$ cat src/design/serial_ctrl_defines.svh
/*
   Address map, field positions, reset values and widths of the serial
   controller mode and interrupt-flag front end.
   Assumes a 32-bit classic Wishbone register bus with byte addresses.
*/
`ifndef SERIAL_CTRL_DEFINES_SVH
`define SERIAL_CTRL_DEFINES_SVH

// bus widths
`define SC_ADR_W 32
`define SC_DAT_W 32
`define SC_SEL_W 4

// register byte addresses
`define SERIAL_OPERATING_SELECT_ONE_ADR 32'h4000_c854
`define SERIAL_OPERATING_SELECT_TWO_ADR 32'h4000_c054
`define SC_PEND_ONE_ADR 32'h4000_a840
`define SC_PEND_TWO_ADR 32'h4000_a844
`define SC_EN_ONE_ADR 32'h4000_a848
`define SC_EN_TWO_ADR 32'h4000_a84c
`define SC_TRIG_ONE_ADR 32'h4000_a854
`define SC_TRIG_TWO_ADR 32'h4000_a858
`define SC_UNMAPPED_DATA 32'h0000_0000

// field widths
`define SERIAL_OPERATING_SELECT_W 2
`define SC_PEND_W 15
`define SC_TRIG_W 3
`define SC_TOG_W 12
`define SC_UNITS 2

// pending / enable bit positions
`define SC_BIT_PARITY 14
`define SC_BIT_FRAMING 13
`define SC_BIT_TXDMA_B 12
`define SC_BIT_TXDMA_A 11
`define SC_BIT_RXDMA_B 10
`define SC_BIT_RXDMA_A 9
`define SC_BIT_NACK 8
`define SC_BIT_CMD 7
`define SC_BIT_TXDONE 6
`define SC_BIT_RXDONE 5
`define SC_BIT_UNDERRUN 4
`define SC_BIT_OVERRUN 3
`define SC_BIT_TXIDLE 2
`define SC_BIT_TXSPACE 1
`define SC_BIT_RXDATA 0
`define SC_TOG_LO 3

// reset values
`define SERIAL_OPERATING_SELECT_RST 2'h0
`define SC_PEND_RST 15'h0000
`define SC_EN_RST 15'h0000
`define SC_TRIG_RST 3'h0
`define SC_COND_RST 3'h0

`endif

$ cat src/design/serial_ctrl_pkg.sv
/*
   Types shared by the serial controller front end.
   Assumes serial_ctrl_defines.svh supplies all numeric constants.
*/
`default_nettype none

package serial_ctrl_pkg;
   // operating select codes in order: 0 off, 1 uart, 2 spi, 3 twi
   typedef enum logic [1:0] {
      SEL_OFF,
      SEL_UART,
      SEL_SPI,
      SEL_TWI
   } serial_operating_select_type;
endpackage

`default_nettype wire

$ cat src/design/serial_ctrl_mode_and_flags.sv
/*
   Mode select and interrupt-flag front end shared by the two serial
   controllers: mode registers, pending flags, enables, trigger selects,
   one interrupt line, the registers reached over a classic Wishbone slave.
   Assumes event sources arrive from the link side, outside the clk
   domain: pulse events as toggles, condition sources as levels that
   change on the sampled link clock's rising edge.
*/
`include "serial_ctrl_defines.svh"
`default_nettype none

module serial_ctrl_mode_and_flags (
   input wire logic clk,
   input wire logic rst_n,
   input wire logic wb_cyc_i,
   input wire logic wb_stb_i,
   input wire logic wb_we_i,
   input wire logic [`SC_ADR_W-1:0] wb_adr_i,
   input wire logic [`SC_SEL_W-1:0] wb_sel_i,
   input wire logic [`SC_DAT_W-1:0] wb_dat_i,
   output logic [`SC_DAT_W-1:0] wb_dat_o,
   output logic wb_ack_o,
   input wire logic linkClk,
   input wire logic [`SC_TOG_W-1:0] unitOneEvtToggle,
   input wire logic [`SC_TRIG_W-1:0] unitOneCond,
   input wire logic [`SC_TOG_W-3:0] unitTwoEvtToggle,
   input wire logic [`SC_TRIG_W-1:0] unitTwoCond,
   output logic [`SERIAL_OPERATING_SELECT_W-1:0] unitOneSelect,
   output logic [`SERIAL_OPERATING_SELECT_W-1:0] unitTwoSelect,
   output logic unitOneFifoDmaEn,
   output logic unitTwoFifoDmaEn,
   output logic unitOneTwiMasterEn,
   output logic unitTwoTwiMasterEn,
   output logic unitOneSpiEn,
   output logic unitTwoSpiEn,
   output logic unitOneUartEn,
   output logic irq
);
   localparam int SYNC_W = 1 + `SC_UNITS * (`SC_TOG_W + `SC_TRIG_W);

   // synchronised link-side inputs
   logic [SYNC_W-1:0] syncIn, syncLevel, syncChange, syncRise;
   logic linkRise;
   logic [`SC_TOG_W-1:0] evtToggle [`SC_UNITS];
   logic [`SC_TOG_W-1:0] evtChange [`SC_UNITS];
   logic [`SC_TRIG_W-1:0] condLevel [`SC_UNITS];

   // register state, one slot per unit
   serial_ctrl_pkg::serial_operating_select_type modeReg [`SC_UNITS];
   serial_ctrl_pkg::serial_operating_select_type modeNext [`SC_UNITS];
   logic [`SC_PEND_W-1:0] pendReg [`SC_UNITS];
   logic [`SC_PEND_W-1:0] pendNext [`SC_UNITS];
   logic [`SC_PEND_W-1:0] enReg [`SC_UNITS];
   logic [`SC_PEND_W-1:0] enNext [`SC_UNITS];
   logic [`SC_TRIG_W-1:0] trigReg [`SC_UNITS];
   logic [`SC_TRIG_W-1:0] trigNext [`SC_UNITS];
   logic [`SC_TRIG_W-1:0] condHeldReg [`SC_UNITS];
   logic [`SC_TRIG_W-1:0] condHeldNext [`SC_UNITS];
   logic [`SC_TRIG_W-1:0] condPrevReg [`SC_UNITS];
   logic [`SC_TRIG_W-1:0] condPrevNext [`SC_UNITS];
   logic [`SC_PEND_W-1:0] setVec [`SC_UNITS];
   logic [`SC_PEND_W-1:0] allowVec [`SC_UNITS];
   logic [`SC_UNITS-1:0] unitIrq;

   // bus slave state
   logic ackReg, ackNext;
   logic [`SC_DAT_W-1:0] datReg, datNext;
   logic busReq, readTake, writeTake;
   logic [`SC_PEND_W-1:0] wrMask15;
   logic [`SC_DAT_W-1:0] readData;

   // address hits per unit
   logic [`SC_UNITS-1:0] hitMode, hitPend, hitEn, hitTrig;

   // one synchroniser for the link clock and every event line
   assign syncIn = {unitTwoCond, 2'h0, unitTwoEvtToggle, unitOneCond, unitOneEvtToggle, linkClk};

   serial_sync3 #(
      .WIDTH(SYNC_W)
   ) inputSync (
      .clk(clk),
      .rst_n(rst_n),
      .asyncIn(syncIn),
      .levelOut(syncLevel),
      .changeOut(syncChange),
      .riseOut(syncRise)
   );

   assign linkRise = syncRise[0];

   // address decode
   always_comb begin
      hitMode[0] = (wb_adr_i == `SERIAL_OPERATING_SELECT_ONE_ADR);
      hitMode[1] = (wb_adr_i == `SERIAL_OPERATING_SELECT_TWO_ADR);
      hitPend[0] = (wb_adr_i == `SC_PEND_ONE_ADR);
      hitPend[1] = (wb_adr_i == `SC_PEND_TWO_ADR);
      hitEn[0] = (wb_adr_i == `SC_EN_ONE_ADR);
      hitEn[1] = (wb_adr_i == `SC_EN_TWO_ADR);
      hitTrig[0] = (wb_adr_i == `SC_TRIG_ONE_ADR);
      hitTrig[1] = (wb_adr_i == `SC_TRIG_TWO_ADR);
   end

   // reads are sampled on the first cycle, writes land on the ack edge
   always_comb begin
      busReq = wb_cyc_i && wb_stb_i;
      readTake = busReq && !ackReg && !wb_we_i;
      writeTake = busReq && ackReg && wb_we_i;
      wrMask15 = {{7{wb_sel_i[1]}}, {8{wb_sel_i[0]}}};
   end

   // read mux; upper bits of every register read as zero
   always_comb begin
      readData = `SC_UNMAPPED_DATA;
      for (int u = 0; u < `SC_UNITS; u++) begin
         if (hitMode[u]) begin
            readData = {{(`SC_DAT_W-`SERIAL_OPERATING_SELECT_W){1'b0}}, modeReg[u]};
         end
         if (hitPend[u]) begin
            readData = {{(`SC_DAT_W-`SC_PEND_W){1'b0}}, pendReg[u]};
         end
         if (hitEn[u]) begin
            readData = {{(`SC_DAT_W-`SC_PEND_W){1'b0}}, enReg[u]};
         end
         if (hitTrig[u]) begin
            readData = {{(`SC_DAT_W-`SC_TRIG_W){1'b0}}, trigReg[u]};
         end
      end
   end

   // one wait state: ack follows the request by one edge, then drops
   always_comb begin
      ackNext = busReq && !ackReg;
      datNext = datReg;
      if (readTake) begin
         datNext = readData;
      end
   end

   always_ff @(posedge clk) begin
      if (!rst_n) begin
         ackReg <= 1'b0;
         datReg <= `SC_UNMAPPED_DATA;
      end else begin
         ackReg <= ackNext;
         datReg <= datNext;
      end
   end

   assign wb_ack_o = ackReg;
   assign wb_dat_o = datReg;

   // split the synchronised bus back into per-unit groups
   always_comb begin
      evtToggle[0] = syncLevel[`SC_TOG_W:1];
      evtChange[0] = syncChange[`SC_TOG_W:1];
      condLevel[0] = syncLevel[`SC_TOG_W+`SC_TRIG_W:`SC_TOG_W+1];
      evtToggle[1] = syncLevel[2*`SC_TOG_W+`SC_TRIG_W:`SC_TOG_W+`SC_TRIG_W+1];
      evtChange[1] = syncChange[2*`SC_TOG_W+`SC_TRIG_W:`SC_TOG_W+`SC_TRIG_W+1];
      condLevel[1] = syncLevel[SYNC_W-1:2*`SC_TOG_W+`SC_TRIG_W+1];
   end

   genvar g;
   generate
      for (g = 0; g < `SC_UNITS; g++) begin : unitGen
         logic [`SC_TRIG_W-1:0] condEdge;
         logic isUart, isSpi, isTwi, hasBuffers, isOn;
         logic [`SC_PEND_W-1:0] clearVec;

         // mode decode; twi here is always the master role
         always_comb begin
            isUart = (modeReg[g] == serial_ctrl_pkg::SEL_UART);
            isSpi = (modeReg[g] == serial_ctrl_pkg::SEL_SPI);
            isTwi = (modeReg[g] == serial_ctrl_pkg::SEL_TWI);
            hasBuffers = isSpi || isUart;
            isOn = (modeReg[g] != serial_ctrl_pkg::SEL_OFF);
         end

         // which sources may raise a flag in the present mode
         always_comb begin
            allowVec[g] = '0;
            allowVec[g][`SC_BIT_PARITY] = isUart;
            allowVec[g][`SC_BIT_FRAMING] = isUart;
            allowVec[g][`SC_BIT_TXDMA_B:`SC_BIT_RXDMA_A] = {4{hasBuffers}};
            allowVec[g][`SC_BIT_NACK] = isTwi;
            allowVec[g][`SC_BIT_CMD] = isTwi;
            allowVec[g][`SC_BIT_TXDONE:`SC_BIT_RXDONE] = {2{isTwi}};
            allowVec[g][`SC_BIT_UNDERRUN:`SC_BIT_OVERRUN] = {2{hasBuffers}};
            allowVec[g][`SC_BIT_TXIDLE:`SC_BIT_RXDATA] = {3{isOn}};
         end

         // condition levels held between link edges so a half-moved level is never seen
         always_comb begin
            condHeldNext[g] = condHeldReg[g];
            if (linkRise) begin
               condHeldNext[g] = condLevel[g];
            end
            condPrevNext[g] = condHeldReg[g];
            condEdge = condHeldReg[g] & ~condPrevReg[g];
         end

         // toggles give pulse events; conditions are edge or level per select
         always_comb begin
            setVec[g] = '0;
            setVec[g][`SC_PEND_W-1:`SC_TOG_LO] = evtChange[g];
            for (int b = 0; b < `SC_TRIG_W; b++) begin
               setVec[g][b] = trigReg[g][b] ? condHeldReg[g][b] : condEdge[b];
            end
            setVec[g] = setVec[g] & allowVec[g];
         end

         // clear by read, or by writing ones; a simultaneous set wins
         always_comb begin
            clearVec = '0;
            if (readTake && hitPend[g]) begin
               clearVec = '1;
            end
            if (writeTake && hitPend[g]) begin
               clearVec = wb_dat_i[`SC_PEND_W-1:0] & wrMask15;
            end
            pendNext[g] = (pendReg[g] & ~clearVec) | setVec[g];
         end

         // configuration writes; uart on unit two is refused and the old mode kept
         always_comb begin
            modeNext[g] = modeReg[g];
            enNext[g] = enReg[g];
            trigNext[g] = trigReg[g];
            if (writeTake && hitMode[g] && wb_sel_i[0]) begin
               if (!(g != 0 && wb_dat_i[`SERIAL_OPERATING_SELECT_W-1:0] == `SERIAL_OPERATING_SELECT_W'(serial_ctrl_pkg::SEL_UART))) begin
                  modeNext[g] = serial_ctrl_pkg::serial_operating_select_type'(wb_dat_i[`SERIAL_OPERATING_SELECT_W-1:0]);
               end
            end
            if (writeTake && hitEn[g]) begin
               enNext[g] = (enReg[g] & ~wrMask15) | (wb_dat_i[`SC_PEND_W-1:0] & wrMask15);
            end
            if (writeTake && hitTrig[g] && wb_sel_i[0]) begin
               trigNext[g] = wb_dat_i[`SC_TRIG_W-1:0];
            end
         end

         always_ff @(posedge clk) begin
            if (!rst_n) begin
               modeReg[g] <= serial_ctrl_pkg::SEL_OFF;
               pendReg[g] <= `SC_PEND_RST;
               enReg[g] <= `SC_EN_RST;
               trigReg[g] <= `SC_TRIG_RST;
               condHeldReg[g] <= `SC_COND_RST;
               condPrevReg[g] <= `SC_COND_RST;
            end else begin
               modeReg[g] <= modeNext[g];
               pendReg[g] <= pendNext[g];
               enReg[g] <= enNext[g];
               trigReg[g] <= trigNext[g];
               condHeldReg[g] <= condHeldNext[g];
               condPrevReg[g] <= condPrevNext[g];
            end
         end

         // pending flags gated by their enables
         assign unitIrq[g] = |(pendReg[g] & enReg[g]);
      end
   endgenerate

   // unit-two toggle slots of the uart pair are tied to zero; their change is dropped by allowVec
   assign irq = |unitIrq;

   // decoded mode outputs for the shift engines
   assign unitOneSelect = modeReg[0];
   assign unitTwoSelect = modeReg[1];
   assign unitOneFifoDmaEn = (modeReg[0] == serial_ctrl_pkg::SEL_SPI) || (modeReg[0] == serial_ctrl_pkg::SEL_UART);
   assign unitTwoFifoDmaEn = (modeReg[1] == serial_ctrl_pkg::SEL_SPI);
   assign unitOneTwiMasterEn = (modeReg[0] == serial_ctrl_pkg::SEL_TWI);
   assign unitTwoTwiMasterEn = (modeReg[1] == serial_ctrl_pkg::SEL_TWI);
   assign unitOneSpiEn = (modeReg[0] == serial_ctrl_pkg::SEL_SPI);
   assign unitTwoSpiEn = (modeReg[1] == serial_ctrl_pkg::SEL_SPI);
   assign unitOneUartEn = (modeReg[0] == serial_ctrl_pkg::SEL_UART);
endmodule

`default_nettype wire

$ cat src/design/serial_sync3.sv
/*
   Three-stage synchroniser with agreement filter for a bus of
   independent single-bit inputs from outside the clk domain.
   Assumes each bit is a level that stays put for a few clk periods.
*/
`include "serial_ctrl_defines.svh"
`default_nettype none

module serial_sync3 #(
   parameter int WIDTH = 1
) (
   input wire logic clk,
   input wire logic rst_n,
   input wire logic [WIDTH-1:0] asyncIn,
   output logic [WIDTH-1:0] levelOut,
   output logic [WIDTH-1:0] changeOut,
   output logic [WIDTH-1:0] riseOut
);
   logic [WIDTH-1:0] stage1Reg, stage2Reg, stage3Reg, stableReg;
   logic [WIDTH-1:0] stableNext, agree;

   // a change counts only once stages two and three agree
   always_comb begin
      agree = ~(stage2Reg ^ stage3Reg);
      stableNext = (stableReg & ~agree) | (stage3Reg & agree);
      changeOut = stableNext ^ stableReg;
      riseOut = stableNext & ~stableReg;
   end

   // stage one feeds stage two only, to keep metastability contained
   always_ff @(posedge clk) begin
      if (!rst_n) begin
         stage1Reg <= '0;
         stage2Reg <= '0;
         stage3Reg <= '0;
         stableReg <= '0;
      end else begin
         stage1Reg <= asyncIn;
         stage2Reg <= stage1Reg;
         stage3Reg <= stage2Reg;
         stableReg <= stableNext;
      end
   end

   assign levelOut = stableReg;
endmodule

`default_nettype wire

$ cat config.mk
export PLATFORM = sky130hd
export DESIGN_NAME = serial_ctrl_mode_and_flags
export DESIGN_NICKNAME = d
export VERILOG_FILES = /design/src/design/serial_ctrl_pkg.sv /design/src/design/serial_ctrl_mode_and_flags.sv /design/src/design/serial_sync3.sv
export VERILOG_INCLUDE_DIRS = /design/src /design/src/design
export SDC_FILE = /design/constraint.sdc
export NUM_CORES = 1
export LEC_CHECK = 0
export ABC_AREA = 0
export BUFFER_PORTS_ARGS = -buffer_cell sky130_fd_sc_hd__buf_2
export CAP_MARGIN = 20
export CELL_PAD_IN_SITES_DETAIL_PLACEMENT = 1
export CELL_PAD_IN_SITES_GLOBAL_PLACEMENT = 2
export CORE_MARGIN = 1
export CORE_UTILIZATION = 32
export DETAILED_ROUTE_END_ITERATION = 8
export PLACE_DENSITY_LB_ADDON = 0.15
export REMOVE_ABC_BUFFERS = 1
export SLEW_MARGIN = 10
export SYNTH_ARGS = -nofsm -noshare
export SYNTH_HDL_FRONTEND = slang
export SYNTH_HIERARCHICAL = 1
export SYNTH_SLANG_ARGS = --single-unit
$ cat constraint.sdc
create_clock -name clk -period 2.2 [get_ports clk]
set_clock_uncertainty 0.15 [all_clocks]
set_input_delay 0.22 -clock clk [delete_from_list [all_inputs] [get_ports clk]]
set_output_delay 0.22 -clock clk [all_outputs]
set_load 0.05 [all_outputs]
==> results of run 1 <==
how the worst max path moves through the flow:
stage	cells after the start	end	start	slack (ps)
6_report	5	irq	pendReg[1][9]	-200
3_5_place_dp	9	pendReg[1][10]	wb_adr_i[7]	-280
4_1_cts	5	irq	pendReg[1][9]	-250
5_1_grt	5	irq	pendReg[1][9]	-320
2_1_floorplan	5	pendReg[1][0]	wb_ack_o	-790
3_3_place_gp	9	pendReg[1][10]	wb_adr_i[7]	-230
per-stage QoR:
stage / power (W) / cells / setup slack [ps] / instance area, µm²
2_1_floorplan: 0.004392 / 903 / -786.2 / 9004
3_3_place_gp: 0.004633 / 1455 / -234.3 / 10550
6_report: 0.008876 / 1552 / -195.8 / 11950
5_1_grt: 0.009238 / 1552 / -321.6 / 11950
3_5_place_dp: 0.004638 / 1455 / -276.2 / 10550
4_1_cts: 0.009035 / 1552 / -247.4 / 11940
metal layers:
layer	up-vias	routed length [µm]
li1	3537	-
met1	3320	12020
met2	138	11800
met3	37	1041
met4	0	492
met5	-	0
power breakdown:
part / leakage, nW / internal [W] / total (W) / switching (W)
combinational: 2.86 / 0.000224 / 0.000492 / 0.000268
clock: 0.429 / 0.00252 / 0.00426 / 0.00174
sequential: 1.81 / 0.00409 / 0.00412 / 0.0000260
what timing repair did:
item | CTS | global route
hold buffers | 50 | 0
endpoints found under the setup margin | 3 | 3
resized for setup | 9 | 3
endpoints found under the hold margin | 111 | 0
area by class of cell:
type | count | area (µm²)
fill | 3259 | 16750
sequential | 222 | 4447
multi-input combinational | 624 | 4369
timing repair buffer | 218 | 1577
clock buffer | 39 | 800.8
tap | 384 | 480.5
inverter | 57 | 214.0
clock inverter | 8 | 61.31
critical path, cell delays in order (launching register included):
cell	delay, ps
dfxtp_2	330
a22o_1	230
a221oi_2	170
nand3_1	90
or4_4	500
buf_8	170
==> flow_summary.yaml, run 1 <==
floorplan:
  ios: 147
  die_x_um: 172.8
  rows: 62
  fp.dieArea_um2: 29870
  core_area_um2: 28700
  die_y_um: 172.8
  initial_utilization_pct: 32.53
grt:
  grt_pass1_wl_mm: 40.16
  grtUsageTotal_pct: 16.91
  grt_busiest_layer: "met2"
  grt.met3_usage_pct: 2.682
  gr-total-overflow: 0
  grt_max_degree: 74
  met1_usage_pct: 22.59
  grt_util_met2_pct: 28.46
  first_global_vias: 7168
  antenna_found_initial: 0
clock_tree:
  htreeDepth: 1
  cts_sinks: 222
  clk_latency_ps: 540
  cts_buffers: 27
  cts-root-to-sink-buffers: 3
  postCtsSetupBuffers: 0
  clockRootBuffer: "clkbuf_16"
  clkTransAtPathRegs_ps: 60
  cts_tree: "built"
critical_path:
  start_kind: "register"
  path_max_fanout: 3
  r2r_cells: 6
  end_kind: "primary output"
  crit_arrival_ps: 2030
  reg2reg_to: "wb_dat_o[2]"
  r2r_setup_slack_ps: 170
  path_class: "register to primary output"
  worst_ep_required_time_ps: 1830
  crit-reg2reg-launch: "pendReg[0][2]"
timing:
  final.setup.worst_slack_ps: -195.8
  rsz0062_at_grt: "true"
  tns_ps: -195.8
  fmax_mhz: 417.4
  hold-worst-slack_ps: 47.52
  final-hold-violation-count: 0
  setup_viol: 1
  slew_violations: 0
  min_period_ps: 2396
  slew_headroom_pct: 65.79
  worst_pin_slew_ps: 511.2
  post-route-period-util_pct: 108.9
run_status:
  status: "complete, but fails checks"
  violations: "negative setup slack"
job:
  drv_cap: 0
synthesis:
  yosys_warnings: 6
  syn_inst: 952
  syn_avg_cell_area_um2: 9.809
  syn_area_um2: 9338
route:
  wire_per_inst_um: 16.34
  vias: 7032
  drcViolationCount: 0
  routed_via_density: 4.531
  ant_nets: 0
  first_pass_iters: 4
  drt_iter0_drc: 251
  drt_wl_total_mm: 25.35
layout:
  layout.nets: 1285
  layout_commonest_cell: "dfxtp_1"
  area.growth.synth_to_final_pct: 27.97
  drive_gt1_share_pct: 23.12
  final_util_pct: 41.63
  mostFrequentLayoutCells: "dfxtp_1 (220), and2_1 (131), buf_2 (107), nand2_1 (78), inv_1 (57)"
  n_antenna_cell: 0
min_path:
  worst_hold_path_type: "input port to register"
  holdPathEnd: "wb_dat_o[2]"
  hold_depth: 5
  hp-start: "wb_we_i"
placed_design:
  dp_hpwl_mm: 17.80
  place_congestion: 0.8216
  io_buffers: 110
pwr:
  p_per_area_nw_per_um2: 742.8
  ir_drop_v: 0.0005194
  leakage_nw: 5.098
(Power assumes the default switching activity.)
==> inputs of run 2 (changes only) <==
--- a/config.mk
+++ b/config.mk
@@ -21,3 +21,4 @@
 export SYNTH_HDL_FRONTEND = slang
 export SYNTH_HIERARCHICAL = 1
 export SYNTH_SLANG_ARGS = --single-unit
+export TNS_END_PERCENT = 50
==> flow_summary.yaml, run 2 (synthesis results as in run 1) <==
critical_path:
  reg2reg_to: "wb_dat_o[2]"
  path_max_fanout: 3
  crit-reg2reg-launch: "pendReg[0][2]"
  cp-startpoint: "pendReg[1][9]"
  max_stage_delay_ps: 500
  cp_slowest_cell: "or4_4"
  r2r_setup_slack_ps: 170
  worst-path-stages: 5
  path_cells: "a22o_1 > a221oi_2 > nand3_1 > or4_4 > buf_8"
  cp_num_buf_inv: 1
  cp_top_family: "simple AND/OR/NAND/NOR gates"
  start_kind: "register"
  worst_ep_required_time_ps: 1830
  r2r_cells: 6
  path_class: "register to primary output"
  end_kind: "primary output"
  crit_arrival_ps: 2030
  endpoint: "irq"
timing:
  final.setup.worst_slack_ps: -197.6
  slew_headroom_pct: 66.69
  final-hold-violation-count: 0
  slew_violations: 0
  setup_viol: 1
  min_period_ps: 2398
  rsz0062_at_grt: "true"
  fmax_mhz: 417.1
  post-route-period-util_pct: 109.0
  worst_pin_slew_ps: 497.9
  tns_ps: -197.6
clock_tree:
  cts-root-to-sink-buffers: 3
  clkTransAtPathRegs_ps: 60
  clk_latency_ps: 540
  cts_sinks: 222
  clockRootBuffer: "clkbuf_16"
  cts_tree: "built"
  cts_buffers: 27
  postCtsSetupBuffers: 0
  htreeDepth: 1
route:
  first_pass_iters: 4
  drt_wl_total_mm: 25.33
  ant_nets: 0
  wire_per_inst_um: 16.32
  vias: 7046
  routed_via_density: 4.540
  drt_iter0_drc: 243
  drcViolationCount: 0
placed_design:
  io_buffers: 110
  dp_slack_ps: -276.2
  place_congestion: 0.8216
  dp_hpwl_mm: 17.80
grt:
  grt_busiest_layer: "met2"
  grt_util_met2_pct: 28.46
  grt_pass1_wl_mm: 40.16
  grtUsageTotal_pct: 16.91
  grt.met3_usage_pct: 2.682
  met1_usage_pct: 22.59
  gr-total-overflow: 0
  grt_max_degree: 74
  first_global_vias: 7168
  antenna_found_initial: 0
floorplan:
  rows: 62
  die_x_um: 172.8
  fp.dieArea_um2: 29870
  initial_utilization_pct: 32.53
  ios: 147
  die_y_um: 172.8
  core_area_um2: 28700
pwr:
  ir_drop_v: 0.0005194
  finalPower_w: 0.008877
  leakage_nw: 5.098
  p_per_area_nw_per_um2: 742.9
run_status:
  status: "complete, but fails checks"
  violations: "negative setup slack"
layout:
  area.growth.synth_to_final_pct: 27.97
  drive_gt1_share_pct: 23.12
  mostFrequentLayoutCells: "dfxtp_1 (220), and2_1 (131), buf_2 (107), nand2_1 (78), inv_1 (57)"
  fillCellCount: 3259
  layout.nets: 1285
  layout_commonest_cell: "dfxtp_1"
  n_antenna_cell: 0
job:
  drv_cap: 0
min_path:
  worst_hold_path_type: "input port to register"
## run 2: cell counts in the layout (fill, tap and decap cells not counted)
No cell type changed its count.
## run 2: metrics by stage
step                      hold slack (ps)  std cells  util (%)  area (µm²)
after floorplan                     187.7        903         -        9004
after global placement              264.4       1455     36.77       10550
after detailed placement            269.4       1455     36.77       10550
after CTS                           24.46       1552     41.61       11940
after global routing                70.21       1552     41.63       11950
final                               46.05       1552     41.63       11950
## run 2: what timing repair did
action / 4_1_cts / 5_1_grt
hold buffers: 50 / 0
endpoints found under the setup margin: 3 / 3
gates resized for setup: 9 / 3
gates cloned: 0 / 0
hold endpoints to repair: 111 / 0
## run 2: layout make-up
| cell class | instances | area [µm²] | share of cell area (%) |
|---|---|---|---|
| clock buffer | 39 | 800.8 | 6.702 |
| clock inverter | 8 | 61.31 | 0.5131 |
| inverter | 57 | 214.0 | 1.791 |
| multi-input combinational | 624 | 4369 | 36.57 |
| sequential | 222 | 4447 | 37.21 |
| tap | 384 | 480.5 | 4.021 |
| timing repair buffer | 218 | 1577 | 13.19 |
## run 2: worst min-delay path: stages
cell and delay [ps]:
buf_2 110, nor3_2 60, buf_4 150, nand2_1 70, a21oi_1 70
## run 2: metal layers
metal / share of wire, % / vias up
met2: 47 / 132
met4: 2.0 / 0
met5: 0 / -
met3: 3.7 / 37
li1: - / 3544
met1: 48 / 3333
## run 2: how the worst min path moves through the flow
stage / from / cells after the start / slack [ps] / end
2_1_floorplan: rst_n / 1 / 190 / pendReg[1][0]
3_3_place_gp: inputSync/stage1Reg[26] / 1 / 260 / inputSync/stage2Reg[26]
3_5_place_dp: inputSync/stage1Reg[21] / 1 / 270 / inputSync/stage2Reg[21]
4_1_cts: wb_we_i / 5 / 20 / wb_dat_o[2]
5_1_grt: wb_we_i / 5 / 70 / wb_dat_o[2]
6_report: wb_we_i / 5 / 50 / wb_dat_o[2]
## run 2: where the power goes
part	total, W	leakage (nW)	switching (W)	internal (W)
logic	0.000492	2.86	0.000268	0.000224
registers	0.00412	1.81	0.0000260	0.00409
clock network	0.00426	0.429	0.00174	0.00252
==> inputs of run 3 (changes only) <==
--- a/config.mk
+++ b/config.mk
@@ -12,13 +12,12 @@
 export CELL_PAD_IN_SITES_DETAIL_PLACEMENT = 1
 export CELL_PAD_IN_SITES_GLOBAL_PLACEMENT = 2
 export CORE_MARGIN = 1
-export CORE_UTILIZATION = 32
+export CORE_UTILIZATION = 30
 export DETAILED_ROUTE_END_ITERATION = 8
 export PLACE_DENSITY_LB_ADDON = 0.15
 export REMOVE_ABC_BUFFERS = 1
 export SLEW_MARGIN = 10
 export SYNTH_ARGS = -nofsm -noshare
 export SYNTH_HDL_FRONTEND = slang
-export SYNTH_HIERARCHICAL = 1
 export SYNTH_SLANG_ARGS = --single-unit
 export TNS_END_PERCENT = 50
==> flow_summary.yaml, run 3 <==
run_status:
  status: "complete, but fails checks"
  violations: "negative setup slack"
pwr:
  p_per_area_nw_per_um2: 751.1
  power.share.sequential_pct: 46.4
  ir_drop_v: 0.0004638
  p_int_w: 0.006637
  leakage_nw: 4.563
  pwr-share-clk_pct: 48.4
  switching_share_pct: 22.57
  p_sw_w: 0.001935
  combinationalPowerShare_pct: 5.2
floorplan:
  fp.dieArea_um2: 29420
  ios: 147
  initial_utilization_pct: 30.78
  die_x_um: 171.5
  rows: 61
  core_area_um2: 28010
  die_y_um: 171.5
grt:
  grt_max_degree: 103
  grtUsageTotal_pct: 18.46
  grt_pass1_wl_mm: 42.08
  gr-total-overflow: 0
  first_global_vias: 7665
  antenna_found_initial: 0
clock_tree:
  clkTransAtPathRegs_ps: 60
  cts-root-to-sink-buffers: 3
  clk_latency_ps: 530
  cts_buffers: 26
  htreeDepth: 1
  cts_tree: "built"
  cts_sinks: 214
  clockRootBuffer: "clkbuf_16"
layout:
  mostFrequentLayoutCells: "dfxtp_1 (206), nand2_1 (176), buf_2 (107), and2_1 (96), a21oi_1 (91)"
  design_area_um2: 11410
  area.growth.synth_to_final_pct: 32.38
  drive_gt1_share_pct: 20.66
  n_antenna_cell: 0
  final_cells: 1612
  layout_commonest_cell: "dfxtp_1"
  fillCellCount: 3304
  layout.nets: 1327
synthesis:
  synth.area.top_cells: "dfxtp_1 (50%), nand2_1 (7.7%), and2_1 (7.0%)"
  synth_common_cells: "dfxtp_1 (214), nand2_1 (176), and2_1 (96)"
  synth_cell_types: 59
  syn_inst: 998
  yosys_warnings: 0
  synth.most_common_cell: "dfxtp_1"
  ys_ff_latch: 214
  synthArstFlopShare_pct: 0
  synth_edf_count: 0
  syn_avg_cell_area_um2: 8.639
  yosysSeqAreaShare_pct: 49.69
  synth_ff_type: "dfxtp_1"
  yosysTopAreaCellShare_pct: 49.69
  syn_area_um2: 8622
  synth_top_area_cell: "dfxtp_1"
min_path:
  worst_hold_path_type: "input port to register"
  hold_depth: 5
  hp-start: "wb_sel_i[1]"
critical_path:
  path_max_fanout: 3
  end_kind: "primary output"
  crit-reg2reg-launch: "wb_ack_o"
  crit_arrival_ps: 1990
  r2r_cells: 8
  r2r_setup_slack_ps: 360
  start_kind: "register"
  worst_ep_required_time_ps: 1830
  reg2reg_to: "pendReg[0][0]"
  path_class: "register to primary output"
route:
  routed_via_density: 4.794
  first_pass_iters: 4
  drt_wl_total_mm: 26.88
  ant_nets: 0
  vias: 7728
  drcViolationCount: 0
  wire_per_inst_um: 16.68
  drt_iter0_drc: 282
timing:
  final.setup.worst_slack_ps: -156.6
  min_period_ps: 2357
  slew_violations: 0
  slew_headroom_pct: 65.84
  setup_viol: 1
  rsz0062_at_grt: "true"
  worst_pin_slew_ps: 510.9
  post-route-period-util_pct: 107.1
  fmax_mhz: 424.3
  final-hold-violation-count: 0
job:
  drv_cap: 0
placed_design:
  placed_cells: 1519
  dpl_cell_area_um2: 10050
  io_buffers: 110
  dp_hpwl_mm: 18.93
  place_congestion: 0.8173
==> run 3: routing by layer <==
metal	part of all wire [%]	vias up	GRT usage, %
met3	5.1	33	3.198
met4	1.6	0	4.464
met2	44	165	29.92
met1	49	3679	25.32
li1	-	3851	-
met5	0	-	0
==> run 3: worst max path at each step <==
stage	to	cells past startpoint	startpoint	slack [ps]
2_1_floorplan	register	6	wb_adr_i[10]	-660
3_3_place_gp	pendReg[0][12]	9	wb_adr_i[10]	-440
3_5_place_dp	pendReg[0][12]	9	wb_adr_i[10]	-500
4_1_cts	irq	5	pendReg[0][12]	-210
5_1_grt	irq	5	pendReg[0][12]	-240
6_report	irq	4	pendReg[1][5]	-160
==> run 3: metrics by stage <==
stage | setup TNS [ps] | hold WS [ps] | utilization, % | total power (W) | setup slack (ps)
global route | -276.3 | 75.81 | 40.75 | 0.008901 | -239.0
finish | -156.6 | 53.52 | 40.75 | 0.008572 | -156.6
floorplan | -35320 | 157.9 | - | 0.004230 | -662.6
global placement | -28290 | 263.1 | 35.88 | 0.004443 | -435.8
CTS | -210.8 | 38.51 | 40.72 | 0.008707 | -210.8
detailed placement | -29470 | 269.9 | 35.88 | 0.004450 | -500.6
==> run 3: cells by family (layout without fill, tap and decap cells) <==
logic type | after synthesis | in the layout | share of synthesized area (%)
compound gates | 250 | 250 | 16.96
fa+ha+maj | 7 | 7 | 1.016
buf+inv | 70 | 290 | 4.179
flops | 214 | 214 | 49.69
mux | 20 | 20 | 2.322
other cells | 1 | 17 | 0.04349
simple gates | 436 | 436 | 25.79
==> run 3: cell type report <==
type	count	area [µm²]	area share (%)
Clock inverter	8	105.1	0.9209
Clock buffer	36	718.2	6.293
Inverter	10	37.54	0.3289
Timing Repair Buffer	236	1717	15.04
Multi-Input combinational cell	730	4069	35.65
Tap cell	378	473.0	4.144
Sequential cell	214	4294	37.62
==> run 3: power by group through the flow <==
stage,logic [W],registers [W],clock network (W)
floorplan,0.000169,0.00406,0
global placement,0.000379,0.00406,0
detailed placement,0.000384,0.00407,0
CTS,0.000451,0.00398,0.00428
global route,0.000488,0.00399,0.00442
finish,0.000445,0.00398,0.00415
==> run 3: critical path, stage by stage (launching register included) <==
cell     delay [ps]
dfxtp_1         340
a22oi_2         200
nand4_1         170
or4_4           590
buf_8           170
==> run 3: what timing repair did <==
item,in CTS,in global routing
resized for setup,18,1
endpoints found under the hold margin,96,0
hold buffers,47,0
endpoints found under the setup margin,3,16
setup buffers,2,0
pin swaps,6,2
